$ cat src/logic/vcom_pkg.sv
// Constants, types and register map of the virtual COM port serial bridge
//
// Overview of operation
// - Reset gives 115200 8N1, handshake off
// - Baud 9600 to 921600, both directions
// - Clear-to-send drops when receive buffer full
// - Gated mode holds new bytes while rts low
// - Byte in progress always completes
// - Disabled mode: cts undriven, rts ignored
// - Rts mode: drive cts, ignore rts
// - Cts mode: cts undriven, gate on rts
// - Combined mode: drive cts and gate
package vcom_pkg;

  // ==========================================================================
  // Clock and line rates
  localparam int unsigned CLK_HZ     = 200_000_000;
  localparam int unsigned BAUD_RESET = 115_200;
  localparam int unsigned BAUD_MIN   = 9_600;
  localparam int unsigned BAUD_MAX   = 921_600;
  localparam int unsigned DATA_BITS  = 8;

  // Clock cycles per bit; the divisor range follows from the baud range
  localparam logic [15:0] DIV_RESET = 16'((CLK_HZ + BAUD_RESET / 2) / BAUD_RESET);
  localparam logic [15:0] DIV_FLOOR = 16'(CLK_HZ / BAUD_MAX);
  localparam int unsigned DIV_CEIL  = CLK_HZ / BAUD_MIN;

  // ==========================================================================
  // Register byte offsets
  localparam logic [7:0] OFS_CTRL   = 8'h00;
  localparam logic [7:0] OFS_BAUD   = 8'h04;
  localparam logic [7:0] OFS_STATUS = 8'h08;
  localparam logic [7:0] OFS_TXDATA = 8'h0c;
  localparam logic [7:0] OFS_RXDATA = 8'h10;

  // Field positions
  localparam int unsigned CTRL_MODE_LSB   = 0;
  localparam int unsigned STAT_TX_SPACE   = 0;
  localparam int unsigned STAT_RX_AVAIL   = 1;
  localparam int unsigned STAT_TX_BUSY    = 2;
  localparam int unsigned STAT_OVERRUN    = 3;
  localparam int unsigned STAT_FRAMING    = 4;
  localparam int unsigned STAT_CTS_LEVEL  = 5;
  localparam int unsigned STAT_RTS_LEVEL  = 6;

  // ==========================================================================
  // Handshake modes, encoded in order 0..3
  typedef enum logic [1:0] {
    hs_disabled,
    hs_rts,
    hs_cts,
    hs_rtscts
  } handshake_type;

  localparam handshake_type MODE_RESET = hs_disabled;

  // Serial engine states
  typedef enum logic [1:0] {
    ser_idle,
    ser_start,
    ser_data,
    ser_stop
  } ser_state_type;

endpackage : vcom_pkg

$ cat src/logic/byte_buf_if.sv
// Valid/ready byte channel between the serial engines and their buffers
`timescale 1ns/1ps
interface byte_buf_if;
  logic       in_valid;
  logic       in_ready;
  logic [7:0] in_data;
  logic       out_valid;
  logic       out_ready;
  logic [7:0] out_data;

  modport producer (output in_valid, output in_data, input in_ready);
  modport store    (input in_valid, input in_data, output in_ready,
                    output out_valid, output out_data, input out_ready);
  modport consumer (input out_valid, input out_data, output out_ready);
endinterface : byte_buf_if

$ cat src/logic/two_entry_buf.sv
// Two-entry byte buffer with registered head output
`timescale 1ns/1ps
module two_entry_buf (
  // Clock and reset
  input  wire logic  pclk,
  input  wire logic  presetn,
  // Buffer channel
  byte_buf_if.store  chan
);

  logic [7:0] head_reg;
  logic [7:0] tail_reg;
  logic [1:0] count_reg;
  logic       push;
  logic       pop;

  // Handshakes
  assign chan.in_ready  = (count_reg != 2'd2);
  assign chan.out_valid = (count_reg != 2'd0);
  assign chan.out_data  = head_reg;
  assign push = chan.in_valid & chan.in_ready;
  assign pop  = chan.out_ready & chan.out_valid;

  // Occupancy
  always_ff @(posedge pclk or negedge presetn) begin
    if (!presetn) begin
      count_reg <= 2'd0;
    end else if (push && !pop) begin
      count_reg <= count_reg + 2'd1;
    end else if (pop && !push) begin
      count_reg <= count_reg - 2'd1;
    end
  end

  // Entry storage; head always holds the oldest word
  always_ff @(posedge pclk or negedge presetn) begin
    if (!presetn) begin
      head_reg <= 8'h00;
      tail_reg <= 8'h00;
    end else begin
      if (pop) begin
        head_reg <= (count_reg == 2'd2) ? tail_reg : chan.in_data;
      end else if (push && count_reg == 2'd0) begin
        head_reg <= chan.in_data;
      end
      if (push && ((count_reg == 2'd1 && !pop) || (count_reg == 2'd2 && pop))) begin
        tail_reg <= chan.in_data;
      end
    end
  end

endmodule : two_entry_buf

$ cat src/logic/vcom_uart.sv
// Board-side serial port toward the target with selectable hardware handshake
//
// The APB interface to the registers and the address map are this design's own decisions.
`timescale 1ns/1ps
module vcom_uart #(
  parameter int unsigned DIV_CEIL = vcom_pkg::DIV_CEIL
) (
  // APB clock and reset
  input  wire logic        pclk,
  input  wire logic        presetn,
  // APB slave
  input  wire logic        psel,
  input  wire logic        penable,
  input  wire logic        pwrite,
  input  wire logic [7:0]  paddr,
  input  wire logic [31:0] pwdata,
  output logic [31:0]      prdata,
  output logic             pready,
  output logic             pslverr,
  // Serial line toward and from the target
  output logic             ser_out,
  input  wire logic        ser_in,
  // Flow control pins, active high
  output logic             clear_to_send,
  output logic             clear_to_send_oe,
  input  wire logic        request_to_send
);

  // ==========================================================================
  // Declarations
  vcom_pkg::handshake_type mode_reg;
  logic [15:0]             div_reg;
  logic                    overrun_reg;
  logic                    framing_reg;
  logic [31:0]             prdata_reg;
  logic                    cts_reg;
  logic                    cts_oe_reg;

  vcom_pkg::ser_state_type tx_state_reg;
  logic [15:0]             tx_cnt_reg;
  logic [2:0]              tx_bit_reg;
  logic [7:0]              tx_shift_reg;
  logic                    tx_out_reg;
  logic                    tx_gated;
  logic                    tx_start_ok;

  vcom_pkg::ser_state_type rx_state_reg;
  logic [15:0]             rx_cnt_reg;
  logic [2:0]              rx_bit_reg;
  logic [7:0]              rx_shift_reg;
  logic                    rx_push_reg;
  logic                    rx_overrun_set;
  logic                    rx_framing_set;

  logic                    setup_phase;
  logic                    access_phase;
  logic                    addr_hit;
  logic                    tx_write;
  logic                    rx_read;
  logic                    wr_done;
  logic [15:0]             div_req;
  logic [15:0]             div_next;
  logic [31:0]             status_word;
  logic [31:0]             read_word;

  byte_buf_if tx_chan ();
  byte_buf_if rx_chan ();

  // ==========================================================================
  // Buffers: words from software toward the target, and bytes from the target
  two_entry_buf tx_buf (
    .pclk    (pclk),
    .presetn (presetn),
    .chan    (tx_chan)
  );

  two_entry_buf rx_buf (
    .pclk    (pclk),
    .presetn (presetn),
    .chan    (rx_chan)
  );

  // ==========================================================================
  // APB decode
  assign setup_phase  = psel & ~penable;
  assign access_phase = psel & penable;
  assign addr_hit     = (paddr == vcom_pkg::OFS_CTRL)   || (paddr == vcom_pkg::OFS_BAUD) ||
                        (paddr == vcom_pkg::OFS_STATUS) || (paddr == vcom_pkg::OFS_TXDATA) ||
                        (paddr == vcom_pkg::OFS_RXDATA);
  assign tx_write     = access_phase & pwrite & (paddr == vcom_pkg::OFS_TXDATA);
  assign rx_read      = access_phase & ~pwrite & (paddr == vcom_pkg::OFS_RXDATA);

  // A data write waits in the access phase until the transmit buffer has room
  assign pready  = ~(tx_write & ~tx_chan.in_ready);
  assign pslverr = access_phase & ~addr_hit;
  assign wr_done = access_phase & pwrite & pready & addr_hit;
  assign prdata  = prdata_reg;

  // Software feeds the transmit buffer straight from the bus
  assign tx_chan.in_valid = tx_write;
  assign tx_chan.in_data  = pwdata[7:0];

  // Reading the receive data register consumes the oldest byte
  assign rx_chan.out_ready = rx_read;

  // ==========================================================================
  // Handshake mode register
  always_ff @(posedge pclk or negedge presetn) begin
    if (!presetn) begin
      mode_reg <= vcom_pkg::MODE_RESET;
    end else if (wr_done && paddr == vcom_pkg::OFS_CTRL) begin
      mode_reg <= vcom_pkg::handshake_type'(pwdata[vcom_pkg::CTRL_MODE_LSB +: 2]);
    end
  end

  // Bit period limited to the supported baud range
  assign div_req = pwdata[15:0];
  always_comb begin
    if (div_req < vcom_pkg::DIV_FLOOR) begin
      div_next = vcom_pkg::DIV_FLOOR;
    end else if (32'(div_req) > DIV_CEIL) begin
      div_next = 16'(DIV_CEIL);
    end else begin
      div_next = div_req;
    end
  end

  // Divisor register shared by transmitter and receiver
  always_ff @(posedge pclk or negedge presetn) begin
    if (!presetn) begin
      div_reg <= vcom_pkg::DIV_RESET;
    end else if (wr_done && paddr == vcom_pkg::OFS_BAUD) begin
      div_reg <= div_next;
    end
  end

  // Sticky error flags; a new event wins over a clear in the same cycle
  always_ff @(posedge pclk or negedge presetn) begin
    if (!presetn) begin
      overrun_reg <= 1'b0;
      framing_reg <= 1'b0;
    end else begin
      if (rx_overrun_set) begin
        overrun_reg <= 1'b1;
      end else if (wr_done && paddr == vcom_pkg::OFS_STATUS && pwdata[vcom_pkg::STAT_OVERRUN]) begin
        overrun_reg <= 1'b0;
      end
      if (rx_framing_set) begin
        framing_reg <= 1'b1;
      end else if (wr_done && paddr == vcom_pkg::OFS_STATUS && pwdata[vcom_pkg::STAT_FRAMING]) begin
        framing_reg <= 1'b0;
      end
    end
  end

  // Status word assembly
  always_comb begin
    status_word = 32'h0000_0000;
    status_word[vcom_pkg::STAT_TX_SPACE]  = tx_chan.in_ready;
    status_word[vcom_pkg::STAT_RX_AVAIL]  = rx_chan.out_valid;
    status_word[vcom_pkg::STAT_TX_BUSY]   = (tx_state_reg != vcom_pkg::ser_idle) | tx_chan.out_valid;
    status_word[vcom_pkg::STAT_OVERRUN]   = overrun_reg;
    status_word[vcom_pkg::STAT_FRAMING]   = framing_reg;
    status_word[vcom_pkg::STAT_CTS_LEVEL] = cts_reg;
    status_word[vcom_pkg::STAT_RTS_LEVEL] = request_to_send;
  end

  // Read multiplexer; unmapped and write-only addresses read zero
  always_comb begin
    case (paddr)
      vcom_pkg::OFS_CTRL:   read_word = {30'h0000_0000, mode_reg};
      vcom_pkg::OFS_BAUD:   read_word = {16'h0000, div_reg};
      vcom_pkg::OFS_STATUS: read_word = status_word;
      vcom_pkg::OFS_RXDATA: read_word = {24'h00_0000, rx_chan.out_data};
      default:              read_word = 32'h0000_0000;
    endcase
  end

  // Read data captured in the setup phase, stable through the access phase
  always_ff @(posedge pclk or negedge presetn) begin
    if (!presetn) begin
      prdata_reg <= 32'h0000_0000;
    end else if (setup_phase && !pwrite) begin
      prdata_reg <= read_word;
    end
  end

  // ==========================================================================
  // Clear-to-send toward the target
  always_ff @(posedge pclk or negedge presetn) begin
    if (!presetn) begin
      cts_reg    <= 1'b1;
      cts_oe_reg <= 1'b0;
    end else begin
      case (mode_reg)
        vcom_pkg::hs_rts, vcom_pkg::hs_rtscts: begin
          cts_oe_reg <= 1'b1;
          cts_reg    <= rx_chan.in_ready;
        end
        default: begin
          cts_oe_reg <= 1'b0;
          cts_reg    <= 1'b1;
        end
      endcase
    end
  end

  assign clear_to_send    = cts_reg;
  assign clear_to_send_oe = cts_oe_reg;

  // ==========================================================================
  // Transmitter toward the target
  assign tx_gated    = (mode_reg == vcom_pkg::hs_cts) || (mode_reg == vcom_pkg::hs_rtscts);
  // Only a new character waits on request-to-send; other modes ignore it
  assign tx_start_ok = ~tx_gated | request_to_send;
  assign tx_chan.out_ready = (tx_state_reg == vcom_pkg::ser_idle) & tx_start_ok;
  assign ser_out = tx_out_reg;

  // Transmit state machine, start bit, eight data bits LSB first, one stop bit
  always_ff @(posedge pclk or negedge presetn) begin
    if (!presetn) begin
      tx_state_reg <= vcom_pkg::ser_idle;
      tx_cnt_reg   <= 16'h0000;
      tx_bit_reg   <= 3'h0;
      tx_shift_reg <= 8'h00;
      tx_out_reg   <= 1'b1;
    end else begin
      case (tx_state_reg)
        vcom_pkg::ser_idle: begin
          tx_out_reg <= 1'b1;
          if (tx_chan.out_valid && tx_start_ok) begin
            tx_shift_reg <= tx_chan.out_data;
            tx_out_reg   <= 1'b0;
            tx_cnt_reg   <= div_reg - 16'h0001;
            tx_state_reg <= vcom_pkg::ser_start;
          end
        end
        vcom_pkg::ser_start: begin
          if (tx_cnt_reg == 16'h0000) begin
            tx_out_reg   <= tx_shift_reg[0];
            tx_bit_reg   <= 3'h0;
            tx_cnt_reg   <= div_reg - 16'h0001;
            tx_state_reg <= vcom_pkg::ser_data;
          end else begin
            tx_cnt_reg <= tx_cnt_reg - 16'h0001;
          end
        end
        vcom_pkg::ser_data: begin
          // The character runs to its end whatever request-to-send does
          if (tx_cnt_reg == 16'h0000) begin
            tx_cnt_reg   <= div_reg - 16'h0001;
            tx_shift_reg <= {1'b0, tx_shift_reg[7:1]};
            tx_bit_reg   <= tx_bit_reg + 3'h1;
            if (tx_bit_reg == 3'(vcom_pkg::DATA_BITS - 1)) begin
              tx_out_reg   <= 1'b1;
              tx_state_reg <= vcom_pkg::ser_stop;
            end else begin
              tx_out_reg <= tx_shift_reg[1];
            end
          end else begin
            tx_cnt_reg <= tx_cnt_reg - 16'h0001;
          end
        end
        vcom_pkg::ser_stop: begin
          if (tx_cnt_reg == 16'h0000) begin
            tx_state_reg <= vcom_pkg::ser_idle;
          end else begin
            tx_cnt_reg <= tx_cnt_reg - 16'h0001;
          end
        end
        default: begin
          tx_state_reg <= vcom_pkg::ser_idle;
        end
      endcase
    end
  end

  // ==========================================================================
  // Receiver from the target, sampling each bit at its middle
  assign rx_chan.in_valid = rx_push_reg;
  assign rx_chan.in_data  = rx_shift_reg;
  assign rx_overrun_set   = (rx_state_reg == vcom_pkg::ser_stop) && (rx_cnt_reg == 16'h0000) &&
                            ser_in && !rx_chan.in_ready;
  assign rx_framing_set   = (rx_state_reg == vcom_pkg::ser_stop) && (rx_cnt_reg == 16'h0000) && !ser_in;

  // Receive state machine
  always_ff @(posedge pclk or negedge presetn) begin
    if (!presetn) begin
      rx_state_reg <= vcom_pkg::ser_idle;
      rx_cnt_reg   <= 16'h0000;
      rx_bit_reg   <= 3'h0;
      rx_shift_reg <= 8'h00;
      rx_push_reg  <= 1'b0;
    end else begin
      rx_push_reg <= 1'b0;
      case (rx_state_reg)
        vcom_pkg::ser_idle: begin
          if (!ser_in) begin
            rx_cnt_reg   <= {1'b0, div_reg[15:1]};
            rx_state_reg <= vcom_pkg::ser_start;
          end
        end
        vcom_pkg::ser_start: begin
          if (rx_cnt_reg == 16'h0000) begin
            // A start bit gone high by its middle was a glitch
            rx_state_reg <= ser_in ? vcom_pkg::ser_idle : vcom_pkg::ser_data;
            rx_bit_reg   <= 3'h0;
            rx_cnt_reg   <= div_reg - 16'h0001;
          end else begin
            rx_cnt_reg <= rx_cnt_reg - 16'h0001;
          end
        end
        vcom_pkg::ser_data: begin
          if (rx_cnt_reg == 16'h0000) begin
            rx_shift_reg <= {ser_in, rx_shift_reg[7:1]};
            rx_bit_reg   <= rx_bit_reg + 3'h1;
            rx_cnt_reg   <= div_reg - 16'h0001;
            if (rx_bit_reg == 3'(vcom_pkg::DATA_BITS - 1)) begin
              rx_state_reg <= vcom_pkg::ser_stop;
            end
          end else begin
            rx_cnt_reg <= rx_cnt_reg - 16'h0001;
          end
        end
        vcom_pkg::ser_stop: begin
          if (rx_cnt_reg == 16'h0000) begin
            // Good stop bit stores the byte if the buffer has room
            rx_push_reg  <= ser_in & rx_chan.in_ready;
            rx_state_reg <= vcom_pkg::ser_idle;
          end else begin
            rx_cnt_reg <= rx_cnt_reg - 16'h0001;
          end
        end
        default: begin
          rx_state_reg <= vcom_pkg::ser_idle;
        end
      endcase
    end
  end

endmodule : vcom_uart

$ cat config.mk
export PLATFORM = sky130hd
export DESIGN_NAME = vcom_uart
export DESIGN_NICKNAME = d
export VERILOG_FILES = /design/src/logic/vcom_pkg.sv /design/src/logic/byte_buf_if.sv /design/src/logic/two_entry_buf.sv /design/src/logic/vcom_uart.sv
export SDC_FILE = /design/constraint.sdc
export NUM_CORES = 1
export LEC_CHECK = 0
export BUFFER_PORTS_ARGS = -buffer_cell sky130_fd_sc_hd__buf_2
export CAP_MARGIN = 40
export CORE_MARGIN = 2
export CORE_UTILIZATION = 35
export CTS_BUF_LIST = sky130_fd_sc_hd__clkbuf_16
export DETAILED_ROUTE_END_ITERATION = 10
export PLACE_DENSITY_LB_ADDON = 0.08
export SETUP_SLACK_MARGIN = 0.1
export SYNTH_ARGS = -nofsm -noshare
export SYNTH_HDL_FRONTEND = slang
export SYNTH_SLANG_ARGS = --single-unit
$ cat constraint.sdc
create_clock -name pclk -period 2.35 [get_ports pclk]
set_input_delay 0.47 -clock pclk [delete_from_list [all_inputs] [get_ports pclk]]
set_output_delay 0.47 -clock pclk [all_outputs]
set_load 0.05 [all_outputs]
=== After elaboration in Yosys (flattened, before gate mapping) ===
Index checks and enable logic that the tools add are counted.

* Register bits after elaboration: 150
* Latch bits: 0
* RAM bits: 0
* ROM bits: 0
* Input bits: 47
* Output and inout bits: 37
* Memories kept: 0

* $add $sub $neg: 9
* Multipliers: 0
* Divide/modulo/power cells: 0
* Order comparisons: 2
* Equal/unequal tests: 33
* Shift-type cells: 0
* Multiplexer cells: 56
* Bitwise operators: 24
* Reductions and logical operators: 69

{| class="wikitable"
|+ Operators with widths
! kind !! count
|-
| two-way mux 16 bit || 8
|-
| one-hot mux 16 bit (3 select lines) || 2
|-
| two-way mux 8 bit || 8
|-
| one-hot mux 16 bit (4 select lines) || 1
|-
| subtractor 16 x 1 -> 16 bit, second input constant || 3
|-
| zero test 16 bit || 2
|-
| two-way mux 2 bit || 15
|-
| inequality test 2 bit, second input constant || 12
|-
| nonzero test 2 bit || 12
|-
| logical AND 1 bit || 23
|-
| bitwise AND 1 bit || 16
|-
| equality test 2 bit, second input constant || 8
|-
| equality test 8 x 4 -> 1 bit, second input constant || 2
|-
| > comparator 16 x 15 -> 1 bit, second input constant || 1
|-
| < comparator 16 x 8 -> 1 bit, second input constant || 1
|-
| one-hot mux 2 bit (4 select lines) || 2
|-
| one-hot mux 8 bit (2 select lines) || 1
|-
| two-way mux 1 bit || 12
|-
| two-way mux 3 bit || 4
|-
| one-hot mux 3 bit (2 select lines) || 2
|-
| AND reduction 3 bit || 4
|-
| equality test 2 x 1 -> 1 bit, second input constant || 5
|-
| AND reduction 5 bit || 2
|-
| equality test 8 x 3 -> 1 bit, second input constant || 1
|-
| other kinds (16) || 46
|}

=== Depth between registers and ports, before layout ===
* Depth after elaboration: 11
* Gate-level depth with buffers: 9

=== Modules after synthesis ===
From an unflattened synthesis, not the netlist that was laid out.

* Cell total of the unflattened synthesis: 790
* Area, all modules: 7,813.7 um^2

{| class="wikitable"
|+ Modules (own cells, without submodules)
! module !! instances !! cells an instance !! area an instance (um^2)
|-
| vcom_uart || 1 || 664 || 6,094.6
|-
| two_entry_buf || 2 || 63 || 859.6
|}

=== Least setup slack after synthesis ===
No wires, ideal clock.

* Kind: input port to output port
* Start point: input paddr[2]
* End point: output pslverr
* Arrival: 1,704 ps
* Data required time: 1,880 ps
* Setup slack: 176 ps
* Stages: 3
* Buffers on the path: 1
* Cell sequence: clkbuf_1 o21ai_0 a31oi_1

* Longest elaborated chain between the ends: 7

{| class="wikitable"
|+ RTL lines
! item !! line !! RTL
|-
| start: declaration || vcom_uart.sv:15 || <nowiki>input wire logic [7:0] paddr,</nowiki>
|-
| equality test 8 x 3 -> 1 bit / zero test 8 bit (equally long branches) || vcom_uart.sv:87 || <nowiki>assign addr_hit = (paddr == vcom_pkg::OFS_CTRL) || (paddr == vcom_pkg::OFS_BAUD) ||</nowiki>
|-
| logical OR 1 bit (2 in series) || vcom_uart.sv:87 ||
|-
| logical OR 1 bit || vcom_uart.sv:88 || <nowiki>(paddr == vcom_pkg::OFS_STATUS) || (paddr == vcom_pkg::OFS_TXDATA) ||</nowiki>
|-
| logical OR 1 bit * || vcom_uart.sv:88 ||
|-
| inverter 1 bit * || vcom_uart.sv:95 || <nowiki>assign pslverr = access_phase & ~addr_hit;</nowiki>
|-
| bitwise AND 1 bit * || vcom_uart.sv:95 ||
|-
| end: declaration || vcom_uart.sv:19 || <nowiki>output logic pslverr,</nowiki>
|}

Mark *: on every way between the ends. The rest lies on a longest branch, timed or not.

=== Worst setup path in the final report ===
* Start point: register tx_cnt_reg[1]
* End point: register tx_cnt_reg[15]

* Longest elaborated chain between the ends: 3

{| class="wikitable"
|+ RTL lines
! item !! line !! RTL
|-
| start: declaration || vcom_uart.sv:40 || <nowiki>logic [15:0] tx_cnt_reg;</nowiki>
|-
| start signal: assignment || vcom_uart.sv:234 || <nowiki>tx_cnt_reg <= div_reg - 16'h0001;</nowiki>
|-
| start signal: assignment || vcom_uart.sv:242 || <nowiki>tx_cnt_reg <= div_reg - 16'h0001;</nowiki>
|-
| start signal: assignment || vcom_uart.sv:245 || <nowiki>tx_cnt_reg <= tx_cnt_reg - 16'h0001;</nowiki>
|-
| subtractor 16 x 1 -> 16 bit / zero test 16 bit (equally long branches) || n/a ||
|-
| two-way mux 16 bit (tied with other cells) || vcom_uart.sv:265 || <nowiki>if (tx_cnt_reg == 16'h0000) begin</nowiki>
|-
| one-hot mux 16 bit (3 select lines) / AND reduction 2 bit (equally long branches) || n/a ||
|}

Several ways; a longest one is shown, not always the timed one. The select of a mux whose other input is x is not followed.
A chain may end at the register's enable or synchronous reset.

==> out/results.ini <==
[floorplanning]
ios = 84
rows = 53
start_util_pct = 35.7
dieArea_um2 = 22600
die_x_um = 150
die_h_um = 150
core-area_um2 = 21000

[logic_synthesis]
synthCells = 767
syn_avg_cell_area_um2 = 9.79
synth_top_flop_cell = dfrtp_1
synth_area_leaders = dfrtp_1 (42%), mux2_2 (6.4%), nand2_1 (4.4%)
yosysSeqAreaShare_pct = 44.8
synth_common_cells = dfrtp_1 (127), nand2_1 (88), nor2_1 (53)
syn_area_um2 = 7510
yosys.area.top_type = dfrtp_1
synth.most_common_cell = dfrtp_1
ys_ff_latch = 134
ys_warn_count = 0
yosysUniqueCellTypes = 70
synth_edf_count = 0
synth.top_cell.area_share_pct = 42.3
async_reset_ff_share_pct = 100

[route]
wl_um = 20800
drt-wirelength-per-cell_um = 17.8
vias_per_cell = 5.35
dr.first_iter.drc_count = 404
ant_nets = 0
num_vias = 6237
remaining_drc_errors = 0
drtPass1Iterations = 7

[timing]
setup_tns_ps = 0
worstMarginPinSlew_ps = 690
period_share_pct = 93.2
skew_ps = 10.6
finalSetupViolCount = 0
report.final.slew_viol_count = 0
hold_viol_final = 0
fmax_ghz = 0.457
period_minus_slack_ps = 2190
maxSlewHeadroom_pct = 53.5
whs_ps = 6.77
rsz0062_at_grt = yes

[power]
power_w = 0.00518
p_sw_w = 0.00139
max-vdd-ir-drop_mv = 0.484
power.leakage_nw = 4.25
p_comb_share_pct = 5.5
seqPwrFrac_pct = 45.0
powerDensity_nw_per_um2 = 564
clockPowerShare_pct = 49.5
intPower_w = 0.00379
swShare_pct = 26.8

[worst_setup_path]
r2r_setup_slack_ps = 160
critPathRequiredTime_ps = 2640
max_stage_delay_ps = 400
worstPathArrival_ps = 2480
cp-endpoint = tx_cnt_reg[15]$_DFFE_PN0P_
endpoint_kind = register
crit_path_top_delay_cell = dfrtp_1
cp-startpoint = tx_cnt_reg[1]$_DFFE_PN0P_
critPathLaunchType = register
critPathMaxFanout = 8
crit_family = simple AND/OR/NAND/NOR gates
path_class = register to register
r2r_cells = 10
cp_cell_sequence = inv_2 -> ha_4 -> or3b_4 -> nor4_4 -> buf_4 -> a211o_4 -> buf_6 -> a21oi_2 -> o21ai_2 -> o311ai_2
rr_startpoint = tx_cnt_reg[1]$_DFFE_PN0P_
crit_cells = 10
crit_buf_inv = 3
r2r_end = tx_cnt_reg[15]$_DFFE_PN0P_

[run_status]
outcome = completed

[grt]
grt_max_degree = 57
grt_pass1_wl_um = 34000
grt_overflow = 0
grt_pass1_vias = 6322
antenna_found_initial = 0
grtUsageTotal_pct = 19.4

[place]
port_buffers = 51
dp.cells = 1128
gp_congestion = 0.872
dpl.hpwl_um = 15400

[clock_tree]
clock-sinks = 134
numCtsBuffers = 17
post_cts_hold_buffer_count = 0
clk_path_buf_depth = 2
tritoncts = yes
clock_latency_ps = 420
clkTransAtPathRegs_ps = 70
cts_root_buffer = clkbuf_16
htreeDepth = 4

[job]
drv_cap = 0

[worst_hold_path]
hold_class = input pin to async pin

[cells_and_area]
area_delta_synth_final_pct = 22.3
nets = 950
fill_cells = 1992
postLayoutCoreUtil_pct = 43.7
diodes = 0
drive_gt1_share_pct = 27.3
fin_cells = 1166

## metrics by stage
stage	instance area (um2)	worst slack [ps]
6_report	9190	160
5_1_grt	9190	39.4
4_1_cts	9040	115
3_5_place_dp	8450	32.7
3_3_place_gp	8450	47.7
2_1_floorplan	7570	176
## logic make-up after synthesis
family	synth area share, %
compound gates	18.8
mux	7.78
fa+ha+maj	4.30
flops	44.8
other cells	0.0499
xor+xnor	2.68
buf+inv	5.40
simple gates	16.2
## power by group through the flow
stage          sequential [W]  clock, W  combinational, W
5_1_grt               0.00233   0.00273          0.000316
6_report              0.00233   0.00257          0.000284
4_1_cts               0.00233   0.00263          0.000289
2_1_floorplan         0.00237         0          0.000159
3_3_place_gp          0.00238         0          0.000285
3_5_place_dp          0.00238         0          0.000289
## layout by cell type (no fill, tap or decap), drive strengths merged, types with 15 or more instances in the layout
cell,instances
o21ai,59
a21oi,31
nor3,23
dfrtp,127
ha,25
mux2,43
conb,16
a22o,29
o22ai,15
a22oi,16
nand2,89
nor2,53
buf,128
clkbuf,17
inv,38
## repair_timing
action                     CTS  global route
gates resized for setup      4            28
setup endpoints to repair   22            46
pin swaps                    0            12
setup buffers                0             5
gates cloned                 0             1
## layout make-up
type | count | area [um2] | share of cell area (%)
clock buffers | 17 | 425 | 4.63
clock inverters | 15 | 134 | 1.46
inverters | 30 | 113 | 1.23
multi-input cells | 567 | 3910 | 42.6
flip-flops and latches | 134 | 3360 | 36.6
well taps | 275 | 344 | 3.75
repair buffers | 128 | 897 | 9.77
## metal layers
metal	track usage [%]	part of all wire (%)
met2	32.0	49
met1	26.0	46
met5	0	0
met3	3.52	4.2
met4	5.85	1.4
## worst min-delay path by stage
| stage | startpoint | endpoint | slack [ps] | depth (start not counted) |
|---|---|---|---|---|
| after CTS | presetn | tx_shift_reg[4]$_DFFE_PN0P_ | 30 | 1 |
| after global routing | presetn | tx_shift_reg[4]$_DFFE_PN0P_ | 40 | 1 |
| after floorplan | presetn | async pin | 170 | 0 |
| final | presetn | tx_bit_reg[1]$_DFFE_PN0P_ | 7 | 1 |
| after global placement | mode_reg[0]$_DFFE_PN0P_ | clear_to_send_oe$_DFF_PN0_ | 460 | 0 |
| after detailed placement | mode_reg[0]$_DFFE_PN0P_ | clear_to_send_oe$_DFF_PN0_ | 450 | 0 |
(Power assumes the default switching activity.)
